**config.mk**
```make
export PLATFORM = sky130hd
export DESIGN_NAME = toe_test_ctrl
export DESIGN_NICKNAME = d
export VERILOG_FILES = /design/src/logic/toe_test_pkg.sv /design/src/logic/toe_test_ctrl.sv /design/src/logic/shift_fifo.sv
export SDC_FILE = /design/constraint.sdc
export NUM_CORES = 2
export LEC_CHECK = 0
export ABC_AREA = 0
export BUFFER_PORTS_ARGS = -buffer_cell sky130_fd_sc_hd__buf_2
export CELL_PAD_IN_SITES_DETAIL_PLACEMENT = 2
export CELL_PAD_IN_SITES_GLOBAL_PLACEMENT = 2
export CORE_MARGIN = 3
export CORE_UTILIZATION = 44
export DETAILED_ROUTE_END_ITERATION = 6
export PLACE_DENSITY_LB_ADDON = 0.1
export SLEW_MARGIN = 15
export SYNTH_ARGS = -nofsm -noshare
export SYNTH_HDL_FRONTEND = slang
export SYNTH_SLANG_ARGS = --single-unit
```
**constraint.sdc**
```tcl
create_clock -name clk_i -period 20.4 [get_ports clk_i]
set_input_delay 4.08 -clock clk_i [delete_from_list [all_inputs] [get_ports clk_i]]
set_output_delay 4.08 -clock clk_i [all_outputs]
set_load 0.1 [all_outputs]
```
**src/logic/toe_test_pkg.sv**
```systemverilog
/*
 Constants, field positions and types shared by the offload test control
 logic, the engine peer model and the bench.
 Assumes one 40 MHz system clock and an active-high asynchronous reset.
*/
package toe_test_pkg;
	localparam int DATA_W          = 128;
	localparam int LEN_W           = 32;
	localparam int HWADDR_W        = 48;
	localparam int TX_FIFO_DEPTH   = 8;
	localparam int PATT_STEP       = 4;
	// Field positions in the user and engine registers
	localparam int START_BIT       = 0;
	localparam int VERIFY_BIT      = 1;
	localparam int GEN_BUSY_BIT    = 0;
	localparam int VERIFY_ERR_BIT  = 1;
	localparam int CONN_ON_BIT     = 2;
	localparam int USER_RST_BIT    = 0;
	localparam int LINK_UP_BIT     = 16;
	localparam int ENGINE_BUSY_BIT = 0;
	localparam int ENGINE_RST_BIT  = 0;
	localparam int IRQ_CONN_BIT    = 0;
	localparam int READABLE_LSB    = 4;
	localparam int READABLE_MSB    = 15;
	localparam int PARTIAL_MSB     = 3;
	localparam int FIFO_STS_W      = 16;
	localparam int CMD_RD_W        = 3;
	// Reset values
	localparam logic [LEN_W-1:0]    LEN_RST  = 32'h00000000;
	localparam logic [LEN_W-1:0]    PATT_RST = 32'h00000000;
	localparam logic [HWADDR_W-1:0] ADDR_RST = 48'h000000000000;

	typedef enum logic [1:0]
	{
		MODE_CLIENT = 2'b00,
		MODE_SERVER = 2'b01,
		MODE_FIXED  = 2'b10
	} init_mode_e;

	typedef enum logic [2:0]
	{
		ST_HOLD       = 3'b000,
		ST_SEND_REQ   = 3'b001,
		ST_WAIT_REPLY = 3'b010,
		ST_WAIT_REQ   = 3'b011,
		ST_SEND_REPLY = 3'b100,
		ST_READY      = 3'b101
	} init_state_e;
endpackage : toe_test_pkg

```
**src/logic/toe_test_ctrl.sv**
```systemverilog
/*
 User register bank of the offload test system: pattern generator into an
 8-entry transmit FIFO, pattern checker on the receive FIFO, connection
 edge flag, user reset pulse and engine initialization sequencer.
 Assumes the engine's FIFO and status signals are synchronous to clk_i,
 and that receive data follows its read enable by one cycle.
*/
// Notes on behaviour
// - Client mode: send address request, learn target address from reply.
// - Server mode: await request, take requester address, send a reply.
// - Engine busy bit 0 low ends initialization; no commands before.
// - Generator sends 32-bit incrementing words; checker compares same.
// - Readable count sits in bits 15:4; host ignores bits 3:0.
// - Writing 1 clears edge flag; read shows connection-on edge.
// - Length register takes total, reads sent count; command write clears.
// - Writing 1 to user reset bit 0 resets patterns; bit self-clears.
`timescale 1ns/1ps
module toe_test_ctrl
	import toe_test_pkg::*;
#(
	parameter int FIFO_DEPTH = toe_test_pkg::TX_FIFO_DEPTH
) (
	// Clock and reset
	input  wire logic                             clk_i,
	input  wire logic                             rst_i,
	// User register writes
	input  wire logic                             tx_length_wr_i,
	input  wire logic [toe_test_pkg::LEN_W-1:0]   tx_length_data_i,
	input  wire logic                             user_cmd_wr_i,
	input  wire logic [1:0]                       user_cmd_data_i,
	input  wire logic                             user_reset_wr_i,
	input  wire logic                             user_reset_data_i,
	input  wire logic                             conn_irq_clear_i,
	// User register reads
	output logic [toe_test_pkg::LEN_W-1:0]        tx_length_rd_o,
	output logic [toe_test_pkg::LEN_W-1:0]        rx_length_rd_o,
	output logic [toe_test_pkg::CMD_RD_W-1:0]     user_cmd_rd_o,
	output logic                                  user_reset_rd_o,
	output logic                                  link_up_o,
	output logic                                  conn_irq_o,
	output logic [toe_test_pkg::FIFO_STS_W-1:0]   rx_fifo_status_o,
	// Engine control and initialization
	input  wire logic                             engine_reset_i,
	input  wire toe_test_pkg::init_mode_e         init_mode_i,
	input  wire logic [toe_test_pkg::HWADDR_W-1:0] fixed_hw_addr_i,
	output logic                                  engine_busy_o,
	output logic [toe_test_pkg::HWADDR_W-1:0]     target_hw_addr_o,
	// Address resolution on the link
	output logic                                  arp_request_o,
	output logic                                  arp_reply_o,
	input  wire logic                             arp_request_rx_i,
	input  wire logic                             arp_reply_rx_i,
	input  wire logic [toe_test_pkg::HWADDR_W-1:0] arp_sender_addr_i,
	// Engine status
	input  wire logic                             link_up_i,
	input  wire logic                             conn_on_i,
	input  wire logic [11:0]                      rx_fifo_readable_count_i,
	input  wire logic [3:0]                       rx_fifo_partial_count_i,
	// Transmit stream to engine
	output logic                                  tx_valid_o,
	input  wire logic                             tx_ready_i,
	output logic [toe_test_pkg::DATA_W-1:0]       tx_data_o,
	// Receive stream from engine
	input  wire logic                             rx_empty_i,
	output logic                                  rx_rd_en_o,
	input  wire logic [toe_test_pkg::DATA_W-1:0]  rx_data_i
);
	import toe_test_pkg::*;

	localparam logic [LEN_W-1:0] ONE_UNIT = 32'h00000001;
	localparam logic [31:0]      STEP     = PATT_STEP;

	// Four 32-bit incrementing words, lowest in the low lane
	function automatic logic [DATA_W-1:0] patt_word(input logic [31:0] base);
		logic [DATA_W-1:0] w;
		w = '0;
		for (int i = 0; i < DATA_W / 32; i++)
			w[i*32 +: 32] = base + 32'(i);
		return w;
	endfunction : patt_word

	logic              user_reset_ff;
	logic              gen_busy_ff;
	logic [LEN_W-1:0]  tx_total_ff;
	logic [LEN_W-1:0]  tx_count_ff;
	logic [LEN_W-1:0]  rx_count_ff;
	logic [31:0]       tx_patt_ff;
	logic [31:0]       rx_patt_ff;
	logic              verify_en_ff;
	logic              verify_err_ff;
	logic              rd_en_ff;
	logic              rd_dly_ff;
	logic              conn_on_ff;
	logic              conn_irq_ff;
	logic              link_up_ff;
	logic [FIFO_STS_W-1:0] fifo_sts_ff;
	init_state_e       state_ff;
	init_state_e       nxt_state;
	logic              busy_ff;
	logic              arp_req_ff;
	logic              arp_rep_ff;
	logic [HWADDR_W-1:0] target_addr_ff;
	logic              fifo_in_ready;
	logic              gen_push;
	logic              start_cmd;
	logic              mismatch;

	assign gen_push  = gen_busy_ff & fifo_in_ready;
	assign start_cmd = user_cmd_wr_i & ~user_cmd_data_i[START_BIT];
	assign mismatch  = rd_dly_ff & verify_en_ff
		& (rx_data_i != patt_word(rx_patt_ff));

	// Self-clearing pattern reset pulse
	always_ff @(posedge clk_i or posedge rst_i)
	begin
		if (rst_i)
			user_reset_ff <= 1'b0;
		else
			user_reset_ff <= user_reset_wr_i & user_reset_data_i;
	end

	// Transmit length and sent count
	always_ff @(posedge clk_i or posedge rst_i)
	begin
		if (rst_i)
			tx_total_ff <= LEN_RST;
		else if (tx_length_wr_i)
			tx_total_ff <= tx_length_data_i;
	end

	always_ff @(posedge clk_i or posedge rst_i)
	begin
		if (rst_i)
			tx_count_ff <= LEN_RST;
		else if (user_cmd_wr_i)
			tx_count_ff <= LEN_RST;
		else if (gen_push)
			tx_count_ff <= tx_count_ff + ONE_UNIT;
	end

	// Generator runs from a start command until the total is sent
	always_ff @(posedge clk_i or posedge rst_i)
	begin
		if (rst_i)
			gen_busy_ff <= 1'b0;
		else if (start_cmd)
			gen_busy_ff <= (tx_total_ff != LEN_RST);
		// Start may follow the reset pulse back to back
		else if (user_reset_ff)
			gen_busy_ff <= 1'b0;
		else if (gen_push && tx_count_ff + ONE_UNIT == tx_total_ff)
			gen_busy_ff <= 1'b0;
	end

	always_ff @(posedge clk_i or posedge rst_i)
	begin
		if (rst_i)
			tx_patt_ff <= PATT_RST;
		else if (user_reset_ff)
			tx_patt_ff <= PATT_RST;
		else if (gen_push)
			tx_patt_ff <= tx_patt_ff + STEP;
	end

	shift_fifo #(
		.WIDTH (DATA_W),
		.DEPTH (FIFO_DEPTH)
	) u_tx_fifo (
		.clk_i       (clk_i),
		.rst_i       (rst_i),
		.in_valid_i  (gen_busy_ff),
		.in_ready_o  (fifo_in_ready),
		.in_data_i   (patt_word(tx_patt_ff)),
		.out_valid_o (tx_valid_o),
		.out_ready_i (tx_ready_i),
		.out_data_o  (tx_data_o)
	);

	// Read every other cycle so empty has settled before the next read
	always_ff @(posedge clk_i or posedge rst_i)
	begin
		if (rst_i)
		begin
			rd_en_ff  <= 1'b0;
			rd_dly_ff <= 1'b0;
		end
		else
		begin
			rd_en_ff  <= ~rx_empty_i & ~rd_en_ff;
			rd_dly_ff <= rd_en_ff;
		end
	end

	always_ff @(posedge clk_i or posedge rst_i)
	begin
		if (rst_i)
			rx_count_ff <= LEN_RST;
		else if (user_cmd_wr_i)
			rx_count_ff <= LEN_RST;
		else if (rd_dly_ff)
			rx_count_ff <= rx_count_ff + ONE_UNIT;
	end

	always_ff @(posedge clk_i or posedge rst_i)
	begin
		if (rst_i)
			rx_patt_ff <= PATT_RST;
		else if (user_reset_ff)
			rx_patt_ff <= PATT_RST;
		else if (rd_dly_ff)
			rx_patt_ff <= rx_patt_ff + STEP;
	end

	always_ff @(posedge clk_i or posedge rst_i)
	begin
		if (rst_i)
			verify_en_ff <= 1'b0;
		else if (user_cmd_wr_i)
			verify_en_ff <= user_cmd_data_i[VERIFY_BIT];
	end

	// Sticky mismatch flag; a new mismatch beats the clear
	always_ff @(posedge clk_i or posedge rst_i)
	begin
		if (rst_i)
			verify_err_ff <= 1'b0;
		else if (mismatch)
			verify_err_ff <= 1'b1;
		else if (user_cmd_wr_i || user_reset_ff)
			verify_err_ff <= 1'b0;
	end

	// Connection-on edge flag; an edge beats the clear
	always_ff @(posedge clk_i or posedge rst_i)
	begin
		if (rst_i)
		begin
			conn_on_ff  <= 1'b0;
			conn_irq_ff <= 1'b0;
		end
		else
		begin
			conn_on_ff <= conn_on_i;
			if (conn_on_i != conn_on_ff)
				conn_irq_ff <= 1'b1;
			else if (conn_irq_clear_i)
				conn_irq_ff <= 1'b0;
		end
	end

	// Plain status mirrors, no read side effects
	always_ff @(posedge clk_i or posedge rst_i)
	begin
		if (rst_i)
		begin
			link_up_ff  <= 1'b0;
			fifo_sts_ff <= '0;
		end
		else
		begin
			link_up_ff  <= link_up_i;
			fifo_sts_ff <= {rx_fifo_readable_count_i,
				rx_fifo_partial_count_i};
		end
	end

	// Engine initialization sequencer
	always_comb
	begin
		nxt_state = state_ff;
		if (engine_reset_i)
			nxt_state = ST_HOLD;
		else
			case (state_ff)
				ST_HOLD:
					case (init_mode_i)
						MODE_CLIENT: nxt_state = ST_SEND_REQ;
						MODE_SERVER: nxt_state = ST_WAIT_REQ;
						default:     nxt_state = ST_READY;
					endcase
				ST_SEND_REQ:   nxt_state = ST_WAIT_REPLY;
				ST_WAIT_REPLY:
					if (arp_reply_rx_i)
						nxt_state = ST_READY;
				ST_WAIT_REQ:
					if (arp_request_rx_i)
						nxt_state = ST_SEND_REPLY;
				ST_SEND_REPLY: nxt_state = ST_READY;
				ST_READY:      nxt_state = ST_READY;
				default:       nxt_state = ST_HOLD;
			endcase
	end

	always_ff @(posedge clk_i or posedge rst_i)
	begin
		if (rst_i)
			state_ff <= ST_HOLD;
		else
			state_ff <= nxt_state;
	end

	// Sequencer outputs registered from the next state
	always_ff @(posedge clk_i or posedge rst_i)
	begin
		if (rst_i)
		begin
			busy_ff    <= 1'b1;
			arp_req_ff <= 1'b0;
			arp_rep_ff <= 1'b0;
		end
		else
		begin
			busy_ff    <= (nxt_state != ST_READY);
			arp_req_ff <= (nxt_state == ST_SEND_REQ);
			arp_rep_ff <= (nxt_state == ST_SEND_REPLY);
		end
	end

	always_ff @(posedge clk_i or posedge rst_i)
	begin
		if (rst_i)
			target_addr_ff <= ADDR_RST;
		else if (state_ff == ST_HOLD && !engine_reset_i
			&& init_mode_i == MODE_FIXED)
			target_addr_ff <= fixed_hw_addr_i;
		else if ((state_ff == ST_WAIT_REPLY && arp_reply_rx_i)
			|| (state_ff == ST_WAIT_REQ && arp_request_rx_i))
			target_addr_ff <= arp_sender_addr_i;
	end

	assign tx_length_rd_o   = tx_count_ff;
	assign rx_length_rd_o   = rx_count_ff;
	assign user_cmd_rd_o    = {conn_on_ff, verify_err_ff, gen_busy_ff};
	assign user_reset_rd_o  = user_reset_ff;
	assign link_up_o        = link_up_ff;
	assign conn_irq_o       = conn_irq_ff;
	assign rx_fifo_status_o = fifo_sts_ff;
	assign engine_busy_o    = busy_ff;
	assign target_hw_addr_o = target_addr_ff;
	assign arp_request_o    = arp_req_ff;
	assign arp_reply_o      = arp_rep_ff;
	assign rx_rd_en_o       = rd_en_ff;
endmodule : toe_test_ctrl

```
**src/logic/shift_fifo.sv**
```systemverilog
/*
 Shift-register FIFO with valid/ready on both sides; every output is a
 flip-flop, slot 0 being the head.
 Assumes a single clock and an active-high asynchronous reset.
*/
`timescale 1ns/1ps
module shift_fifo #(
	parameter int WIDTH = 128,
	parameter int DEPTH = 8
) (
	// Clock and reset
	input  wire logic             clk_i,
	input  wire logic             rst_i,
	// Fill side
	input  wire logic             in_valid_i,
	output logic                  in_ready_o,
	input  wire logic [WIDTH-1:0] in_data_i,
	// Drain side
	output logic                  out_valid_o,
	input  wire logic             out_ready_i,
	output logic      [WIDTH-1:0] out_data_o
);
	localparam int CNT_W = $clog2(DEPTH + 1);
	localparam logic [CNT_W-1:0] ONE = CNT_W'(1);

	logic [WIDTH-1:0] mem_ff [DEPTH];
	logic [DEPTH-1:0] vld_ff;
	logic [CNT_W-1:0] count_ff;
	logic             push;
	logic             pop;
	logic [CNT_W-1:0] wr_pos;
	logic [CNT_W-1:0] nxt_count;

	assign push      = in_valid_i & ~vld_ff[DEPTH-1];
	assign pop       = vld_ff[0] & out_ready_i;
	assign wr_pos    = pop ? count_ff - ONE : count_ff;
	assign nxt_count = count_ff + (push ? ONE : '0) - (pop ? ONE : '0);

	always_ff @(posedge clk_i or posedge rst_i)
	begin
		if (rst_i)
			count_ff <= '0;
		else
			count_ff <= nxt_count;
	end

	always_ff @(posedge clk_i or posedge rst_i)
	begin
		if (rst_i)
			vld_ff <= '0;
		else
			for (int i = 0; i < DEPTH; i++)
				vld_ff[i] <= (CNT_W'(i) < nxt_count);
	end

	// Head moves down on a pop; a push lands in the first free slot
	always_ff @(posedge clk_i)
	begin
		for (int i = 0; i < DEPTH; i++)
		begin
			if (push && wr_pos == CNT_W'(i))
				mem_ff[i] <= in_data_i;
			else if (pop && i < DEPTH - 1)
				mem_ff[i] <= mem_ff[i+1];
		end
	end

	assign in_ready_o  = ~vld_ff[DEPTH-1];
	assign out_valid_o = vld_ff[0];
	assign out_data_o  = mem_ff[0];
endmodule : shift_fifo

```
==> flow_metrics.py <==
metrics = {
    "timing": {
        "tightest_slew_ns": 1.15,
        "skew_ns": 0.0443,
        "fin_crit_sh_pct": 38.1,
        "hold_viol_final": 0,
        "maxSlewHeadroom_pct": 23.5,
        "fmax_mhz": 129,
        "setup_viol": 0,
        "setup_tns_ns": 0,
        "drv_slew": 0,
        "rsz0062_at_grt": "false",
        "fin_crit_ns": 7.77,
    },
    "detailed_routing": {
        "ant_nets": 0,
        "dr_wl_met2_um": 65400,
        "dr.pass1.iters": 4,
        "routedWlPerCell_um": 25.8,
        "top_layer": "met5",
        "finalWirelength_um": 123000,
        "wl_met1_um": 47400,
        "vias": 25700,
        "drt-initial-drc-count": 1383,
        "drc": 0,
        "met3_length_um": 6160,
        "avgViaCountPerCell": 5.39,
    },
    "logic_synthesis": {
        "yosys-top-cells-area": "edfxtp_1 (50%), dfrtp_1 (14%), mux2_2 (12%)",
        "yosysMostFrequentCell": "edfxtp_1",
        "synth-main-ff-cell": "edfxtp_1",
        "synth_compound_area_share_pct": 5.42,
        "synthMuxAreaShare_pct": 13.4,
        "yosysUniqueCellTypes": 70,
        "synth_top_cell_by_area": "edfxtp_1",
        "synth_common_cells": "edfxtp_1 (703), mux2_2 (458), dfrtp_1 (239), clkbuf_1 (221), nand2_1 (170)",
        "synth_xor_area_share_pct": 3.75,
        "synth_area_sq_um": 42200,
        "synth_edf_count": 703,
        "synth_top_family_by_area": "multiplexers",
        "ys_warn_count": 0,
        "ys_seq_area_share_pct": 64.2,
        "synth-seq-cells": 943,
        "async_reset_ff_share_pct": 25.5,
        "synthCells": 3111,
        "synth_top_area_share_pct": 50.0,
        "synthSimpleGateAreaFrac_pct": 7.38,
        "synth_fa_ha_area_share_pct": 0.373,
        "avgSynthCellArea_sq_um": 13.6,
    },
    "global_routing": {
        "grt_pass1_wl_um": 185000,
        "grtUsageTotal_pct": 24.6,
        "grt_start_max_net_pins": 103,
        "grt_antenna_before_repair": 23,
        "grt_pass1_vias": 29200,
        "grt-ovfl-total": 0,
    },
    "floorplanning": {
        "die_y_um": 316,
        "io-pin-count": 557,
        "die_area_sq_um": 99700,
        "core_area_sq_um": 94200,
        "start_util_pct": 44.8,
        "dieWidth_um": 316,
        "rows": 112,
    },
    "finish": {
        "drive_gt1_share_pct": 34.5,
        "nets": 3714,
        "area_growth_pct": 14.6,
        "utilization_pct": 51.4,
    },
    "worst_setup_path": {
        "rrSetupSlack_ns": 15.74,
        "arrival_ns": 8.18,
        "rr_startpoint": "u_tx_fifo.vld_ff[0]",
        "startpoint": "tx_ready_i",
        "cp.required_ns": 20.81,
        "cp-start-kind": "primary input",
        "critPathTopFamily": "buffers and inverters",
        "crit_path_cell_trace": "buf_2 > nand2_2 > inv_1 > ha_1 > nor2_1 > a31oi_4 > buf_4 > nor2b_1 > a21o_1",
        "end_kind": "register",
        "crit_path_max_fanout": 81,
        "crit_path_max_incr_delay_ns": 0.79,
        "worstSetupPathType": "in -> reg",
        "critPathBufInv": 3,
        "r2r-end": "u_tx_fifo.mem_ff[0][433]",
        "crit_slowest_cell": "buf_4",
        "r2r_cells": 8,
    },
    "clock_tree": {
        "postCtsResizedCells": 0,
        "clock-sinks": 943,
        "path_clk_slew_ns": 0.06,
        "cts_root_buffer": "clkbuf_16",
        "cts.htree.levels": 3,
        "cts_buffer_depth": 3,
        "clock_latency_ns": 0.69,
        "numCtsBuffers": 102,
        "cts_tree": "done",
        "ctsHoldBuffers": 0,
        "cts_setup_buffers": 0,
    },
    "min_path": {
        "min_path_type": "reg -> reg",
        "hold_end": "rd_dly_ff",
        "min-delay-start": "rx_rd_en_o",
        "whs_path_depth": 0,
    },
    "flow_run": {
        "cap_violations": 0,
    },
    "placed_design": {
        "place_hpwl_um": 83400,
        "io_buffers": 549,
        "gp_congestion": 0.873,
    },
    "power_and_ir_drop": {
        "cellLeakagePower_nw": 20.7,
        "peakVddDrop_mv": 0.104,
        "power.density_nw_per_um2": 121,
        "fin_total_pwr_w": 0.00585,
    },
    "status": {
        "outcome": "finished, final reports clean",
    },
}
## layout make-up
type                            instances  area (sq um)
Tap cell                             1254          1570
Sequential cell                       943         27100
Inverter                               91           349
Timing Repair Buffer                  572          2920
Antenna cell                           19          47.5
Fill cell                            9062         45800
Multi-Input combinational cell       1702         13000
Clock inverter                         31           437
Clock buffer                          160          2970
## sequential cells by signal, summed over array words and instances (netlist names), 3 cells and up
signal              cells
rx_fifo_status_o       16
rx_length_rd_o         32
state_ff                3
tx_total_ff            32
u_tx_fifo.count_ff      4
tx_length_rd_o         32
rx_patt_ff             30
tx_patt_ff             30
u_tx_fifo.mem_ff      703
target_hw_addr_o       48
## where the power goes
| group | total, W | switching, W | internal [W] |
|---|---|---|---|
| registers | 0.00255 | 0.000143 | 0.00240 |
| clock network | 0.00189 | 0.000793 | 0.00109 |
| logic | 0.00141 | 0.00111 | 0.000300 |
## per-layer routing
layer,vias up,global-route usage [%]
met3,201,5.49
met1,13200,28.7
met2,586,44.5
li1,11700,-
met4,2,8.26
met5,-,0
## worst max-delay path by stage
| stage | slack, ns | to | depth (start not counted) |
|---|---|---|---|
| floorplan | 9.73 | arp_reply_o | 1 |
| global placement | 11.98 | u_tx_fifo.mem_ff[0][492] | 8 |
| detailed placement | 11.52 | u_tx_fifo.mem_ff[0][439] | 9 |
| CTS | 12.17 | u_tx_fifo.mem_ff[0][433] | 9 |
| global route | 12.40 | u_tx_fifo.mem_ff[0][435] | 9 |
| finish | 12.63 | u_tx_fifo.mem_ff[0][433] | 9 |
## kinds of logic after synthesis
| family | Yosys count |
|---|---|
| xor+xnor | 181 |
| buf+inv | 472 |
| mux | 508 |
| fa+ha+maj | 12 |
| simple gates | 625 |
| flops | 943 |
| compound gates | 368 |
| other cells | 2 |
## through the flow
step | instances | hold slack (ns) | instance area (sq um) | worst slack [ns]
finish | 4772 | 0.446 | 48400 | 12.63
global route | 4768 | 0.455 | 48400 | 12.40
CTS | 4753 | 0.444 | 48300 | 12.17
detailed placement | 4562 | 0.435 | 44900 | 11.52
global placement | 4562 | 0.418 | 44900 | 11.98
floorplan | 3117 | 0.423 | 42200 | 9.73
## placed cells by master (no fill, tap or decap), types with 45 or more instances in the layout
cell       Yosys  layout
edfxtp_1     703     703
buf_2          6     549
mux2i_1       50      50
nor3_1        45      45
xor2_1        84      84
nand2_1      170     162
xnor2_1       97      97
clkbuf_16      0     104
a21o_1       116     115
nor2_1       140     140
o21ai_0      155     155
mux2_2       458     458
inv_1         90      89
dfrtp_1      239     238
nand3_1       48      48
No activity file was read; power rests on OpenSTA's default activity.
